### config.mk
export PLATFORM = sky130hd
export DESIGN_NAME = comparator_control_logic
export DESIGN_NICKNAME = d
export VERILOG_FILES = /design/src/comparator_control_logic.v
export VERILOG_INCLUDE_DIRS = /design/src
export SDC_FILE = /design/constraint.sdc
export NUM_CORES = 1
export LEC_CHECK = 0
export ABC_AREA = 1
export BUFFER_PORTS_ARGS = -buffer_cell sky130_fd_sc_hd__buf_2
export CAP_MARGIN = 20
export CORE_MARGIN = 10
export CORE_UTILIZATION = 55
export CTS_CLUSTER_SIZE = 14
export DETAILED_ROUTE_END_ITERATION = 8
export GPL_ROUTABILITY_DRIVEN = 1
export PLACE_DENSITY = 0.93
export SLEW_MARGIN = 10
export SYNTH_ARGS = -nofsm -noshare
export SYNTH_HDL_FRONTEND = slang
export SYNTH_SLANG_ARGS = --single-unit
### constraint.sdc
create_clock -name clk -period 3.98 [get_ports clk]
set_input_delay 0.398 -clock clk [delete_from_list [all_inputs] [get_ports clk]]
set_output_delay 0.398 -clock clk [all_outputs]
set_load 0.01 [all_outputs]
### src/comparator_control_defines.vh
// Register offsets, field positions, source codes and reset values of the comparator control logic.
`ifndef COMPARATOR_CONTROL_DEFINES_VH
`define COMPARATOR_CONTROL_DEFINES_VH

// ----------------------------------------
// Register byte addresses
// ----------------------------------------
`define ADDR_COMPARATOR_CONTROL          5'h00
`define ADDR_COMPARATOR_REFERENCE_SELECT 5'h04
`define ADDR_TIMER2_SCALE                5'h08
`define ADDR_OPTION                      5'h0c
`define ADDR_IRQ_STATUS                  5'h10
`define ADDR_IRQ_MASK                    5'h14

// ----------------------------------------
// Comparator control fields
// ----------------------------------------
`define CC_ENABLE     7
`define CC_RESULT     6
`define CC_POLARITY   4
`define CC_NEG_HI     3
`define CC_NEG_LO     1
`define CC_POS        0
`define CC_WRITE_MASK 8'hbf

// ----------------------------------------
// Reference select fields
// ----------------------------------------
`define RS_PIN_OUT   7
`define RS_RANGE_HI  5
`define RS_RANGE_LO  4
`define RS_STEP_HI   3
`define RS_STEP_LO   0

// ----------------------------------------
// Inverting input source codes
// ----------------------------------------
`define NEG_LINE_3   3'h0
`define NEG_LINE_4   3'h1
`define NEG_BANDGAP  3'h2
`define NEG_LADDER   3'h3
`define NEG_B_LINE_6 3'h4
`define NEG_B_LINE_7 3'h5

// ----------------------------------------
// Timer2 scale and option fields
// ----------------------------------------
`define T2_PRE_HI      6
`define T2_PRE_LO      5
`define T2_DIV_HI      4
`define T2_DIV_LO      0
`define OPT_SAMPLED    0
`define OPT_GATED_PWM  1

// ----------------------------------------
// Interrupt bits and reset values
// ----------------------------------------
`define IRQ_RISE       0
`define IRQ_FALL       1
`define RESET_BYTE     8'h00
`define SEL_NONE       6'h00
`endif

### src/comparator_control_logic.v
// Digital control around the analog comparator: input select, ladder code, result path, interrupt.
// ----------------------------------------
// Overview of operation
// ----------------------------------------
// Overview of operation
// - Three-bit field routes one of six sources to the inverting input.
// - Bit zero selects port pin or ladder for the non-inverting input.
// - Control pattern 1_0_0_000_0 enables, inverting line 3, non-inverting ladder.
// - Pattern 1_0_0_1_011_1 enables, inverts, ladder inverting, line 4 non-inverting.
// - Reference-select top bit forces the result onto port line 0 regardless direction.
// - Result goes out directly or sampled on the Timer2 divided clock.
// - Polarity bit inverts result for readable bit, pin and interrupt.
// - Result readable as read-only control bit and raises an interrupt.
// - Two-bit range picks ladder limits; four-bit step picks one of sixteen.
// - Range 00 gives supply/4 plus (step+1)/32 of supply.
// - Range 10 gives supply/5 plus (step+1)/40 of supply.
// - Sampling clock follows Timer2 prescaler and divide-by-one-to-thirty-two scaler.
// - Gated PWM option stops PWM while result is high, resumes when low.
`timescale 1ns/1ps
`include "comparator_control_defines.vh"

module comparator_control_logic (
	input  wire        clk,
	input  wire        rst_b,
	input  wire        wb_cyc_i,
	input  wire        wb_stb_i,
	input  wire        wb_we_i,
	input  wire [4:0]  wb_adr_i,
	input  wire [3:0]  wb_sel_i,
	input  wire [31:0] wb_dat_i,
	output reg  [31:0] wb_dat_o,
	output reg         wb_ack_o,
	input  wire        comparator_raw,
	input  wire        timer2_pwm_in,
	output reg         comparator_enable,
	output reg  [5:0]  negative_select,
	output reg         positive_select_ladder,
	output reg  [1:0]  ladder_range,
	output reg  [3:0]  ladder_step,
	output reg         port_a_line_0_out,
	output reg         port_a_line_0_force,
	output reg         timer2_divided_clock,
	output reg         timer2_pwm_out,
	output reg         irq
);

	// ----------------------------------------
	// Registers and state
	// ----------------------------------------
	reg  [7:0] comparator_control;
	reg  [7:0] comparator_reference_select;
	reg  [7:0] timer2_scale;
	reg  [1:0] option;
	reg  [1:0] irq_status;
	reg  [1:0] irq_mask;
	reg  [5:0] prescale_count;
	reg  [4:0] scale_count;
	reg        sample_stage_1;
	reg        sample_stage_2;
	reg        result_prev;
	reg  [31:0] next_read;
	reg  [5:0] next_prescale;
	reg  [4:0] next_scale;
	wire       access;
	wire       write_low;
	wire       prescale_tick;
	wire       scale_tick;
	wire       polarized;
	wire       result;
	wire [1:0] rise_fall;

	// Decodes the three-bit inverting code into one select line per source.
	function [5:0] decode_negative;
		input [2:0] code;
		begin
			case (code)
				`NEG_LINE_3:   decode_negative = 6'h01;
				`NEG_LINE_4:   decode_negative = 6'h02;
				`NEG_BANDGAP:  decode_negative = 6'h04;
				`NEG_LADDER:   decode_negative = 6'h08;
				`NEG_B_LINE_6: decode_negative = 6'h10;
				`NEG_B_LINE_7: decode_negative = 6'h20;
				default:       decode_negative = `SEL_NONE;
			endcase
		end
	endfunction

	// Prescaler terminal count for the divide-by-1, 4, 16 and 64 options.
	function [5:0] prescale_limit;
		input [1:0] code;
		begin
			case (code)
				2'h0:    prescale_limit = 6'h00;
				2'h1:    prescale_limit = 6'h03;
				2'h2:    prescale_limit = 6'h0f;
				default: prescale_limit = 6'h3f;
			endcase
		end
	endfunction

	assign access    = wb_cyc_i & wb_stb_i & ~wb_ack_o;
	assign write_low = access & wb_we_i & wb_sel_i[0];

	// ----------------------------------------
	// Register file
	// ----------------------------------------
	always @(posedge clk or negedge rst_b) begin
		if (!rst_b) begin
			comparator_control          <= `RESET_BYTE;
			comparator_reference_select <= `RESET_BYTE;
			timer2_scale                <= `RESET_BYTE;
			option                      <= 2'h0;
			irq_mask                    <= 2'h0;
			wb_ack_o                    <= 1'b0;
			wb_dat_o                    <= 32'h0000_0000;
		end else begin
			wb_ack_o <= access;
			if (access)
				wb_dat_o <= next_read;
			if (write_low) begin
				case (wb_adr_i)
					`ADDR_COMPARATOR_CONTROL: begin
						// The result bit is read-only; writes never reach it.
						comparator_control <= wb_dat_i[7:0] & `CC_WRITE_MASK;
					end
					`ADDR_COMPARATOR_REFERENCE_SELECT: begin
						comparator_reference_select <= wb_dat_i[7:0];
					end
					`ADDR_TIMER2_SCALE: begin
						timer2_scale <= wb_dat_i[7:0];
					end
					`ADDR_OPTION: begin
						option <= wb_dat_i[1:0];
					end
					`ADDR_IRQ_MASK: begin
						irq_mask <= wb_dat_i[1:0];
					end
					default: begin
					end
				endcase
			end
		end
	end

	// Read mux; unmapped addresses answer with zero.
	always @* begin
		next_read = 32'h0000_0000;
		case (wb_adr_i)
			`ADDR_COMPARATOR_CONTROL: begin
				next_read[7:0] = comparator_control;
				next_read[`CC_RESULT] = result;
			end
			`ADDR_COMPARATOR_REFERENCE_SELECT: next_read[7:0] = comparator_reference_select;
			`ADDR_TIMER2_SCALE:                next_read[7:0] = timer2_scale;
			`ADDR_OPTION:                      next_read[1:0] = option;
			`ADDR_IRQ_STATUS:                  next_read[1:0] = irq_status;
			`ADDR_IRQ_MASK:                    next_read[1:0] = irq_mask;
			default:                           next_read = 32'h0000_0000;
		endcase
	end

	// ----------------------------------------
	// Timer2 divided clock
	// ----------------------------------------
	// The sampling rate is a one-cycle enable, so the block keeps a single clock.
	assign prescale_tick = (prescale_count == prescale_limit(timer2_scale[`T2_PRE_HI:`T2_PRE_LO]));
	assign scale_tick    = prescale_tick & (scale_count == timer2_scale[`T2_DIV_HI:`T2_DIV_LO]);

	always @* begin
		next_prescale = prescale_tick ? 6'h00 : prescale_count + 6'h01;
		next_scale    = scale_count;
		if (prescale_tick)
			next_scale = scale_tick ? 5'h00 : scale_count + 5'h01;
	end

	always @(posedge clk or negedge rst_b) begin
		if (!rst_b) begin
			prescale_count       <= 6'h00;
			scale_count          <= 5'h00;
			timer2_divided_clock <= 1'b0;
		end else begin
			prescale_count       <= next_prescale;
			scale_count          <= next_scale;
			timer2_divided_clock <= scale_tick;
		end
	end

	// ----------------------------------------
	// Result path
	// ----------------------------------------
	assign polarized = comparator_raw ^ comparator_control[`CC_POLARITY];

	// Two stages guard against the asynchronous analog edge in sampled mode.
	always @(posedge clk or negedge rst_b) begin
		if (!rst_b) begin
			sample_stage_1 <= 1'b0;
			sample_stage_2 <= 1'b0;
		end else if (timer2_divided_clock) begin
			sample_stage_1 <= polarized;
			sample_stage_2 <= sample_stage_1;
		end
	end

	assign result = option[`OPT_SAMPLED] ? sample_stage_2 : polarized;
	assign rise_fall = {result_prev & ~result, ~result_prev & result};

	// ----------------------------------------
	// Analog control and pin outputs
	// ----------------------------------------
	always @(posedge clk or negedge rst_b) begin
		if (!rst_b) begin
			comparator_enable      <= 1'b0;
			negative_select        <= `SEL_NONE;
			positive_select_ladder <= 1'b0;
			ladder_range           <= 2'h0;
			ladder_step            <= 4'h0;
			port_a_line_0_out      <= 1'b0;
			port_a_line_0_force    <= 1'b0;
			timer2_pwm_out         <= 1'b0;
			result_prev            <= 1'b0;
		end else begin
			comparator_enable      <= comparator_control[`CC_ENABLE];
			negative_select        <= decode_negative(comparator_control[`CC_NEG_HI:`CC_NEG_LO]);
			// Bit clear selects the ladder; set selects port line 4.
			positive_select_ladder <= ~comparator_control[`CC_POS];
			// The analog ladder forms the voltages of ranges 00 and 10 from these codes.
			ladder_range <= comparator_reference_select[`RS_RANGE_HI:`RS_RANGE_LO];
			ladder_step  <= comparator_reference_select[`RS_STEP_HI:`RS_STEP_LO];
			port_a_line_0_out      <= result;
			port_a_line_0_force    <= comparator_reference_select[`RS_PIN_OUT];
			timer2_pwm_out <= timer2_pwm_in & ~(option[`OPT_GATED_PWM] & result);
			result_prev    <= result;
		end
	end

	// ----------------------------------------
	// Interrupts
	// ----------------------------------------
	// A new edge in the clearing cycle wins, so no event is lost.
	always @(posedge clk or negedge rst_b) begin
		if (!rst_b) begin
			irq_status <= 2'h0;
			irq        <= 1'b0;
		end else begin
			if (write_low && wb_adr_i == `ADDR_IRQ_STATUS)
				irq_status <= (irq_status & ~wb_dat_i[1:0]) | rise_fall;
			else
				irq_status <= irq_status | rise_fall;
			irq <= |(irq_status & irq_mask);
		end
	end

endmodule // comparator_control_logic

==> results of run 1 <==
==> cells in the mapped netlist (all sizes together) <==
cell,number,area share
o21ai,35,0.062
nand4,19,0.038
clkbuf,1,0.0011
nand3,22,0.036
nand2,105,0.12
inv,42,0.047
xor2,6,0.016
xnor2,1,0.0026
dfrtp,70,0.53
nor3,8,0.014
mux2,1,0.0034
conb,1,0.0011
buf,31,0.067
nor2,24,0.043
a21oi,3,0.0045
or2,2,0.0038
a22o,1,0.0026
ha,2,0.0075
==> cells by family after synthesis <==
kind of cell,after synthesis,synth area share
multiplexers,1,0.003392
flip-flops,70,0.5277
AO/OA/AOI/OAI,39,0.06898
XOR/XNOR,7,0.01847
buffers and inverters,74,0.1161
AND/OR/NAND/NOR,180,0.2567
other,1,0.001130
adder cells (fa/ha/maj),2,0.007537
==> layout make-up <==
type	instances	area, µm²
clock buffers	11	141.4
clock inverters	5	58.81
fillers	461	2158
inverters	42	157.7
multi-input cells	253	1269
flip-flops and latches	70	1752
well taps	75	93.84
repair buffers	50	255.2
==> metal layers <==
layer / vias up / GRT usage
met1: 1299 / 0.1641
met2: 107 / 0.2831
met5: - / 0
met3: 16 / 0.06543
li1: 1253 / -
met4: 0 / 0.07606
==> through the flow <==
stage | total power, W | util | hold slack (ns) | instances
final | 0.001781 | 0.6333 | 0.1389 | 506
after floorplan | 0.001124 | - | 0.1024 | 397
after CTS | 0.001793 | 0.6333 | 0.1550 | 506
after global routing | 0.001891 | 0.6333 | 0.1709 | 506
after detailed placement | 0.001223 | 0.5993 | 0.3961 | 490
after global placement | 0.001195 | 0.5993 | 0.3905 | 490
==> final timing paths <==
path                                                startpoint                              to  slack, ns  cells past startpoint
worst max-delay path                                  wb_ack_o  comparator_reference_select[0]       2.34                      6
worst min-delay path                                     rst_b               prescale_count[2]       0.14                      1
worst max register to register                        wb_ack_o  comparator_reference_select[0]       2.34                      6
worst min register to register  comparator_reference_select[5]                 ladder_range[1]       0.42                      0
max in group asynchronous                                rst_b          positive_select_ladder       2.92                      2
min in group clk                                 timer2_pwm_in                  timer2_pwm_out       0.27                      3
==> registers in the layout (all words and copies together) (netlist names) <==
register / cells
comparator_control: 7
comparator_enable: 1
comparator_reference_select: 8
irq: 1
irq_mask: 2
irq_status: 2
ladder_range: 2
ladder_step: 4
negative_select: 6
option: 2
port_a_line_0_force: 1
positive_select_ladder: 1
prescale_count: 6
result_prev: 1
sample_stage_1: 1
sample_stage_2: 1
scale_count: 5
timer2_divided_clock: 1
timer2_pwm_out: 1
timer2_scale: 8
wb_ack_o: 1
wb_dat_o: 8
==> power by group through the flow <==
stage / Combinational (W) / Sequential [W] / Clock, W
finish: 0.000353 / 0.000858 / 0.000570
global route: 0.000408 / 0.000870 / 0.000613
CTS: 0.000355 / 0.000858 / 0.000579
detailed placement: 0.000351 / 0.000871 / 0
global placement: 0.000331 / 0.000864 / 0
floorplan: 0.000255 / 0.000869 / 0
==> cells in the final DEF, fill, tap and decap left out, types with 2 or more instances in the layout <==
| master | n |
|---|---|
| sky130_fd_sc_hd__a21oi_1 | 3 |
| sky130_fd_sc_hd__nor3_1 | 7 |
| sky130_fd_sc_hd__nand3_1 | 20 |
| sky130_fd_sc_hd__buf_4 | 2 |
| sky130_fd_sc_hd__o21ai_1 | 23 |
| sky130_fd_sc_hd__nand3_2 | 2 |
| sky130_fd_sc_hd__o21ai_2 | 8 |
| sky130_fd_sc_hd__dfrtp_1 | 70 |
| sky130_fd_sc_hd__nor2_1 | 18 |
| sky130_fd_sc_hd__inv_1 | 39 |
| sky130_fd_sc_hd__clkinvlp_4 | 2 |
| sky130_fd_sc_hd__nor2_2 | 2 |
| sky130_fd_sc_hd__nand4_1 | 18 |
| sky130_fd_sc_hd__nand2_2 | 5 |
| sky130_fd_sc_hd__inv_2 | 3 |
| sky130_fd_sc_hd__nor2_4 | 2 |
| sky130_fd_sc_hd__nor2_8 | 2 |
| sky130_fd_sc_hd__xor2_1 | 6 |
| sky130_fd_sc_hd__buf_2 | 48 |
| sky130_fd_sc_hd__ha_1 | 2 |
| sky130_fd_sc_hd__o21ai_0 | 4 |
| sky130_fd_sc_hd__nand2_1 | 100 |
| sky130_fd_sc_hd__clkbuf_8 | 10 |
| sky130_fd_sc_hd__conb_1 | 24 |
==> PnR_summary.wiki, run 1 <==
{| class="wikitable"
! Metric !! Value
|-
| Pre-CTS setup slack || between 2 and 2.5 ns
|-
| Number of buffer cells added on primary ports || 48
|-
| Average footprint of a synthesized cell || 8.875 µm²
|-
| NetSw || 0.0005571 W
|-
| Die height || 97.69 µm
|-
| Count of clock tree sinks || 70
|-
| Worst slew pin tran || 0.7949 ns
|-
| Family with the most delay on the worst path || simple AND/OR/NAND/NOR gates
|-
| Startpoint class of the critical path || flop
|-
| Number of DRC markers in iteration 0 || 161
|-
| Yosys warnings || 0
|-
| Sequential power share || 0.482
|-
| FF+latch count, synth || 70
|-
| Worst-path clk slew || 0.07 ns
|-
| Count of cell types in the netlist || 31
|-
| Routed wl met3 || 596 µm
|-
| CP endpoint kind || flop
|-
| Number of remaining DRC errors || 0
|-
| Switching power share of the total || 0.3128
|-
| Growth of design area from synthesis to finish || 12.29%
|-
| Initial core utilization || 0.5640
|-
| Relative slew slack || 0.4700
|-
| Total count of max-transition violations in the final report || 0
|-
| Wire length of the first global-routing pass || roughly 13000 µm
|-
| Antenna violations before repair || 0
|-
| Placed wire-length estimate after detailed placement || between 5000 and 6000 µm
|-
| Peak supply drop || ~0.00025 V
|-
| Largest net degree at the start of global routing || 37
|-
| Width of the die || 97.69 µm
|-
| Clock skew || 0.008043 ns
|-
| Detailed route wirelength on metal2 || between 4000 and 5000 µm
|-
| Ratio of routed vias to standard cells || 5.287
|-
| TritonCTS clock tree || yes
|-
| Hold_buf cts || 0
|-
| Residual antenna-violating net count after detailed routing || 0
|-
| Clock power share || 0.320
|-
| Cell Chain, Critical Path || inv_1 -> nand3_2 -> nor2_4 -> nand2_2 -> nand2_1 -> o21ai_2
|-
| Via count || 2675
|-
| Crit path DAT || 1.86 ns
|-
| Max frequency || 611.5 MHz
|-
| I/O pins || 100
|-
| Count of instances resized after the clock tree is built || 0
|-
| Vias in the first global route || 2782
|-
| Layout cells sized above 1 || 0.2135
|-
| Post-CTS Repair Setup Buffers || 0
|-
| Detailed-routing iteration count for the pre-antenna-repair pass || 7
|-
| Sequential element share of the synthesized area || 0.5277
|-
| DRT Wirelength || 7539 µm
|-
| Unrepaired setup endpoints after global routing || no
|-
| Top routing layer used || met4
|-
| Critical Path Max Stage Delay || 0.37 ns
|-
| Die area || approximately 0.0095 mm²
|-
| Class of the tightest hold or removal check || primary input to asynchronous set/reset pin
|-
| Total grt overflow || 0
|-
| CP Class || flop to flop
|-
| Areal power density over the cells || between 400 and 500 mW/mm²
|-
| All-Layer GR Usage || 0.1619
|-
| Number of cells produced by synthesis || 374
|-
| Hold Vio Cnt, Final || 0
|-
| Combinational power share || 0.198
|-
| Total Negative Setup Slacks || 0 ns
|-
| Final critical-path share of the clock period || 0.4109
|-
| Nets@finish || 476
|-
| Synthesized cell area || roughly 0.0033 mm²
|-
| Status || completed
|-
| Crit path time final || 1.635 ns
|-
| Area after detailed placement || 0.003527 mm²
|-
| Clock network latency to the later pin of the worst-skew pair || 0.34 ns
|-
| Max-cap viol count || 0
|-
| Inserted Diodes || 0
|-
| Number of buffers created by CTS || 9
|-
| Cell with the largest stage delay on the worst path || sky130_fd_sc_hd__dfrtp_1
|-
| Design Area, Final || 0.003727 mm²
|-
| Internal power || roughly 0.0012 W
|-
| Average routed wire per standard cell || 14.90 µm
|-
| Buffer depth of the longest clock path || 2
|-
| Maximum fanout along the worst path || 16
|-
| Critical Path RT || roughly 4.2 ns
|-
| Cell Rows || 28
|-
| Number of buffer and inverter instances along the worst setup path || 1
|-
| Wire length on met1 || ~2800 µm
|-
| Buffer type at the clock tree root || sky130_fd_sc_hd__clkbuf_8
|-
| Leakage Power || 2.030 nW
|-
| Count of H-tree levels built during CTS || 3
|-
| Final worst-path setup slack || 2.345 ns
|-
| Routability-driven placement congestion ratio || 0.8091
|-
| Count of final setup violators || 0
|-
| Core Area || ~0.0059 mm²
|}
Power figures use the tool's default switching activity.
==> run 2, diff against run 1 <==
Settings changed: CORE_UTILIZATION 55 to 51, PLACE_DENSITY 0.93 to 0.87.
Clock period 3.98 ns to 1.7 ns, I/O delays scaled along.
==> run 2 against run 1 <==
Net effect:
- critical path depth is the same
- final area grew 1.3%
- clock power grew 140%
- hold slack lost 0.096 ns
- critical path type unchanged
- highest routed layer unchanged
==> PnR_summary.wiki, run 2 (synthesis gave the netlist of run 1 again) <==
{| class="wikitable"
! Metric !! Value
|-
| Family with the most delay on the worst path || simple AND/OR/NAND/NOR gates
|-
| Critical Path RT || 1.92 ns (-2.28 ns)
|-
| Startpoint class of the critical path || flop
|-
| Die area || 0.01014 mm² (+6.2%)
|-
| Routability-driven placement congestion ratio || 0.8229 (+1.7%)
|-
| Most common library cell in the layout ignoring fill and taps || sky130_fd_sc_hd__nand2_1
|-
| Average routed wire per standard cell || 14.61 µm (-2.0%)
|-
| Total Negative Setup Slacks || 0 ns (unchanged)
|-
| Count of clock tree sinks || 70 (unchanged)
|-
| Max-cap viol count || 0 (unchanged)
|-
| Cell Rows || 29 (+3.6%)
|-
| Total grt overflow || 0 (unchanged)
|-
| Final critical-path share of the clock period || 0.8570 (+0.4461)
|-
| Detailed-routing iteration count for the pre-antenna-repair pass || 4 (-3)
|-
| Initial core utilization || 0.5228 (-0.04123)
|-
| Number of DRC markers in iteration 0 || 164 (+1.9%)
|-
| CP endpoint kind || flop
|-
| Status || completed
|-
| Total count of max-transition violations in the final report || 0 (unchanged)
|-
| Class of the tightest hold or removal check || primary input to flop
|-
| Vias in the first global route || 2610 (-6.2%)
|-
| TritonCTS clock tree || yes
|-
| Max frequency || 686.4 MHz (+12%)
|-
| Largest net degree at the start of global routing || 71 (+92%)
|-
| Antenna violations before repair || 0 (unchanged)
|-
| Cell Chain, Critical Path || inv_1 -> nand3_2 -> nor2_4 -> nand4_2 -> nand2_1 -> o21ai_1
|-
| Layout cells sized above 1 || 0.2184 (+0.004934)
|-
| Nets@finish || 480 (+0.84%)
|-
| Clock network latency to the later pin of the worst-skew pair || 0.35 ns (about the same)
|-
| Inserted Diodes || 0 (unchanged)
|-
| Number of buffer and inverter instances along the worst setup path || 1 (unchanged)
|-
| Worst-path clk slew || 0.07 ns (about the same)
|-
| Number of buffers created by CTS || 9 (unchanged)
|-
| Die height || 100.7 µm (+3.1%)
|-
| Buffer type at the clock tree root || sky130_fd_sc_hd__clkbuf_8
|-
| Number of buffer cells added on primary ports || 48 (unchanged)
|-
| Cell with the largest stage delay on the worst path || sky130_fd_sc_hd__dfrtp_1
|-
| Ratio of routed vias to standard cells || 5.063 (-4.2%)
|-
| Areal power density over the cells || 1113 mW/mm² (+130%)
|-
| Peak supply drop || 0.0007714 V (+210%)
|-
| I/O pins || 100 (unchanged)
|-
| DRT Wirelength || 7479 µm (-0.80%)
|-
| Hold Vio Cnt, Final || 0 (unchanged)
|-
| Count of H-tree levels built during CTS || 3 (unchanged)
|-
| Count of instances resized after the clock tree is built || 0 (unchanged)
|-
| Crit path time final || 1.457 ns (-0.1785 ns)
|-
| Width of the die || 100.7 µm (+3.1%)
|-
| Maximum fanout along the worst path || 16 (unchanged)
|-
| Commonest non-fill, non-tap cells in the layout || sky130_fd_sc_hd__nand2_1 (100), sky130_fd_sc_hd__dfrtp_1 (70), sky130_fd_sc_hd__buf_2 (48)
|-
| Core Area || 0.006350 mm² (+7.9%)
|-
| Design Area, Final || 0.003775 mm² (+1.3%)
|-
| Crit path DAT || 1.68 ns (-0.18 ns)
|-
| Number of remaining DRC errors || 0 (unchanged)
|-
| Critical Path Max Stage Delay || 0.39 ns (+0.02 ns)
|-
| Wire length of the first global-routing pass || 12390 µm (-2.8%)
|-
| All-Layer GR Usage || 0.1537 (-0.008283)
|-
| Leakage Power || 2.064 nW (+1.7%)
|-
| Count of final setup violators || 0 (unchanged)
|-
| Area after detailed placement || 0.003565 mm² (+1.1%)
|-
| Placed wire-length estimate after detailed placement || 5354 µm (-3.8%)
|-
| Buffer depth of the longest clock path || 2 (unchanged)
|-
| CP Class || flop to flop
|-
| Unrepaired setup endpoints after global routing || no
|-
| Total power || 0.004201 W (+140%)
|-
| Post-CTS Repair Setup Buffers || 0 (unchanged)
|-
| Clock skew || 0.005757 ns (-0.002286 ns)
|-
| Via count || 2592 (-3.1%)
|-
| Growth of design area from synthesis to finish || 13.72%
|-
| Residual antenna-violating net count after detailed routing || 0 (unchanged)
|-
| Largest registers || comparator_reference_select (8), timer2_scale (8), wb_dat_o (8)
|}
==> run 2: worst reg2reg max path, stage by stage, from the launching register on <==
cell and delay [ns]:
sky130_fd_sc_hd__dfrtp_1 0.39, sky130_fd_sc_hd__inv_1 0.07, sky130_fd_sc_hd__nand3_2 0.09, sky130_fd_sc_hd__nor2_4 0.17, sky130_fd_sc_hd__nand4_2 0.35, sky130_fd_sc_hd__nand2_1 0.17
sky130_fd_sc_hd__o21ai_1 0.08
==> run 2: metrics by stage <==
| step | setup slack, ns | hold WS, ns | util | std cells |
|---|---|---|---|---|
| final | 0.2431 | 0.04289 | 0.5945 | 512 |
| after global routing | 0.1020 | 0.04291 | 0.5945 | 512 |
| after floorplan | 0.3142 | -0.1256 | - | 397 |
| after global placement | 0.2060 | 0.2133 | 0.5614 | 495 |
| after CTS | 0.2400 | 0.03021 | 0.5945 | 512 |
| after detailed placement | 0.1384 | 0.2204 | 0.5614 | 495 |
==> run 2: worst paths after layout <==
kind,startpoint,end,slack [ns],cells past startpoint
min in group asynchronous,rst_b,scale_count[2],0.35,3
hold / removal,timer2_pwm_in,timer2_pwm_out,0.04,3
setup / recovery,wb_ack_o,timer2_scale[7],0.24,6
setup reg to reg,wb_ack_o,timer2_scale[7],0.24,6
max in group asynchronous,rst_b,wb_dat_o[1],1.04,3
hold reg to reg,comparator_control[7],comparator_enable,0.40,0
==> run 2: cell type report <==
cell class	count	area, µm²
clock buffers	12	155.1
clock inverters	4	45.04
well taps	77	96.34
inverters	42	157.7
repair buffers	54	300.3
fillers	528	2575
multi-input cells	253	1269
flip-flops and latches	70	1752
==> run 2: layer usage <==
| metal | GRT usage | up-vias | routed length [µm] |
|---|---|---|---|
| met5 | 0 | - | 0 |
| li1 | - | 1260 | - |
| met3 | 0.06379 | 10 | 658 |
| met4 | 0.05870 | 0 | 80 |
| met2 | 0.2472 | 85 | 3728 |
| met1 | 0.1782 | 1237 | 3012 |
==> run 2: repair_timing <==
action | in CTS | in global routing
endpoints found under the hold margin | 70 | 0
setup endpoints to repair | 0 | 0
hold buffers | 1 | 0
==> run 2: where the power goes <==
| part | switching, W | total, W | internal [W] |
|---|---|---|---|
| combinational | 0.000532 | 0.000830 | 0.000298 |
| clock | 0.000609 | 0.00136 | 0.000751 |
| sequential | 0.000152 | 0.00201 | 0.00186 |
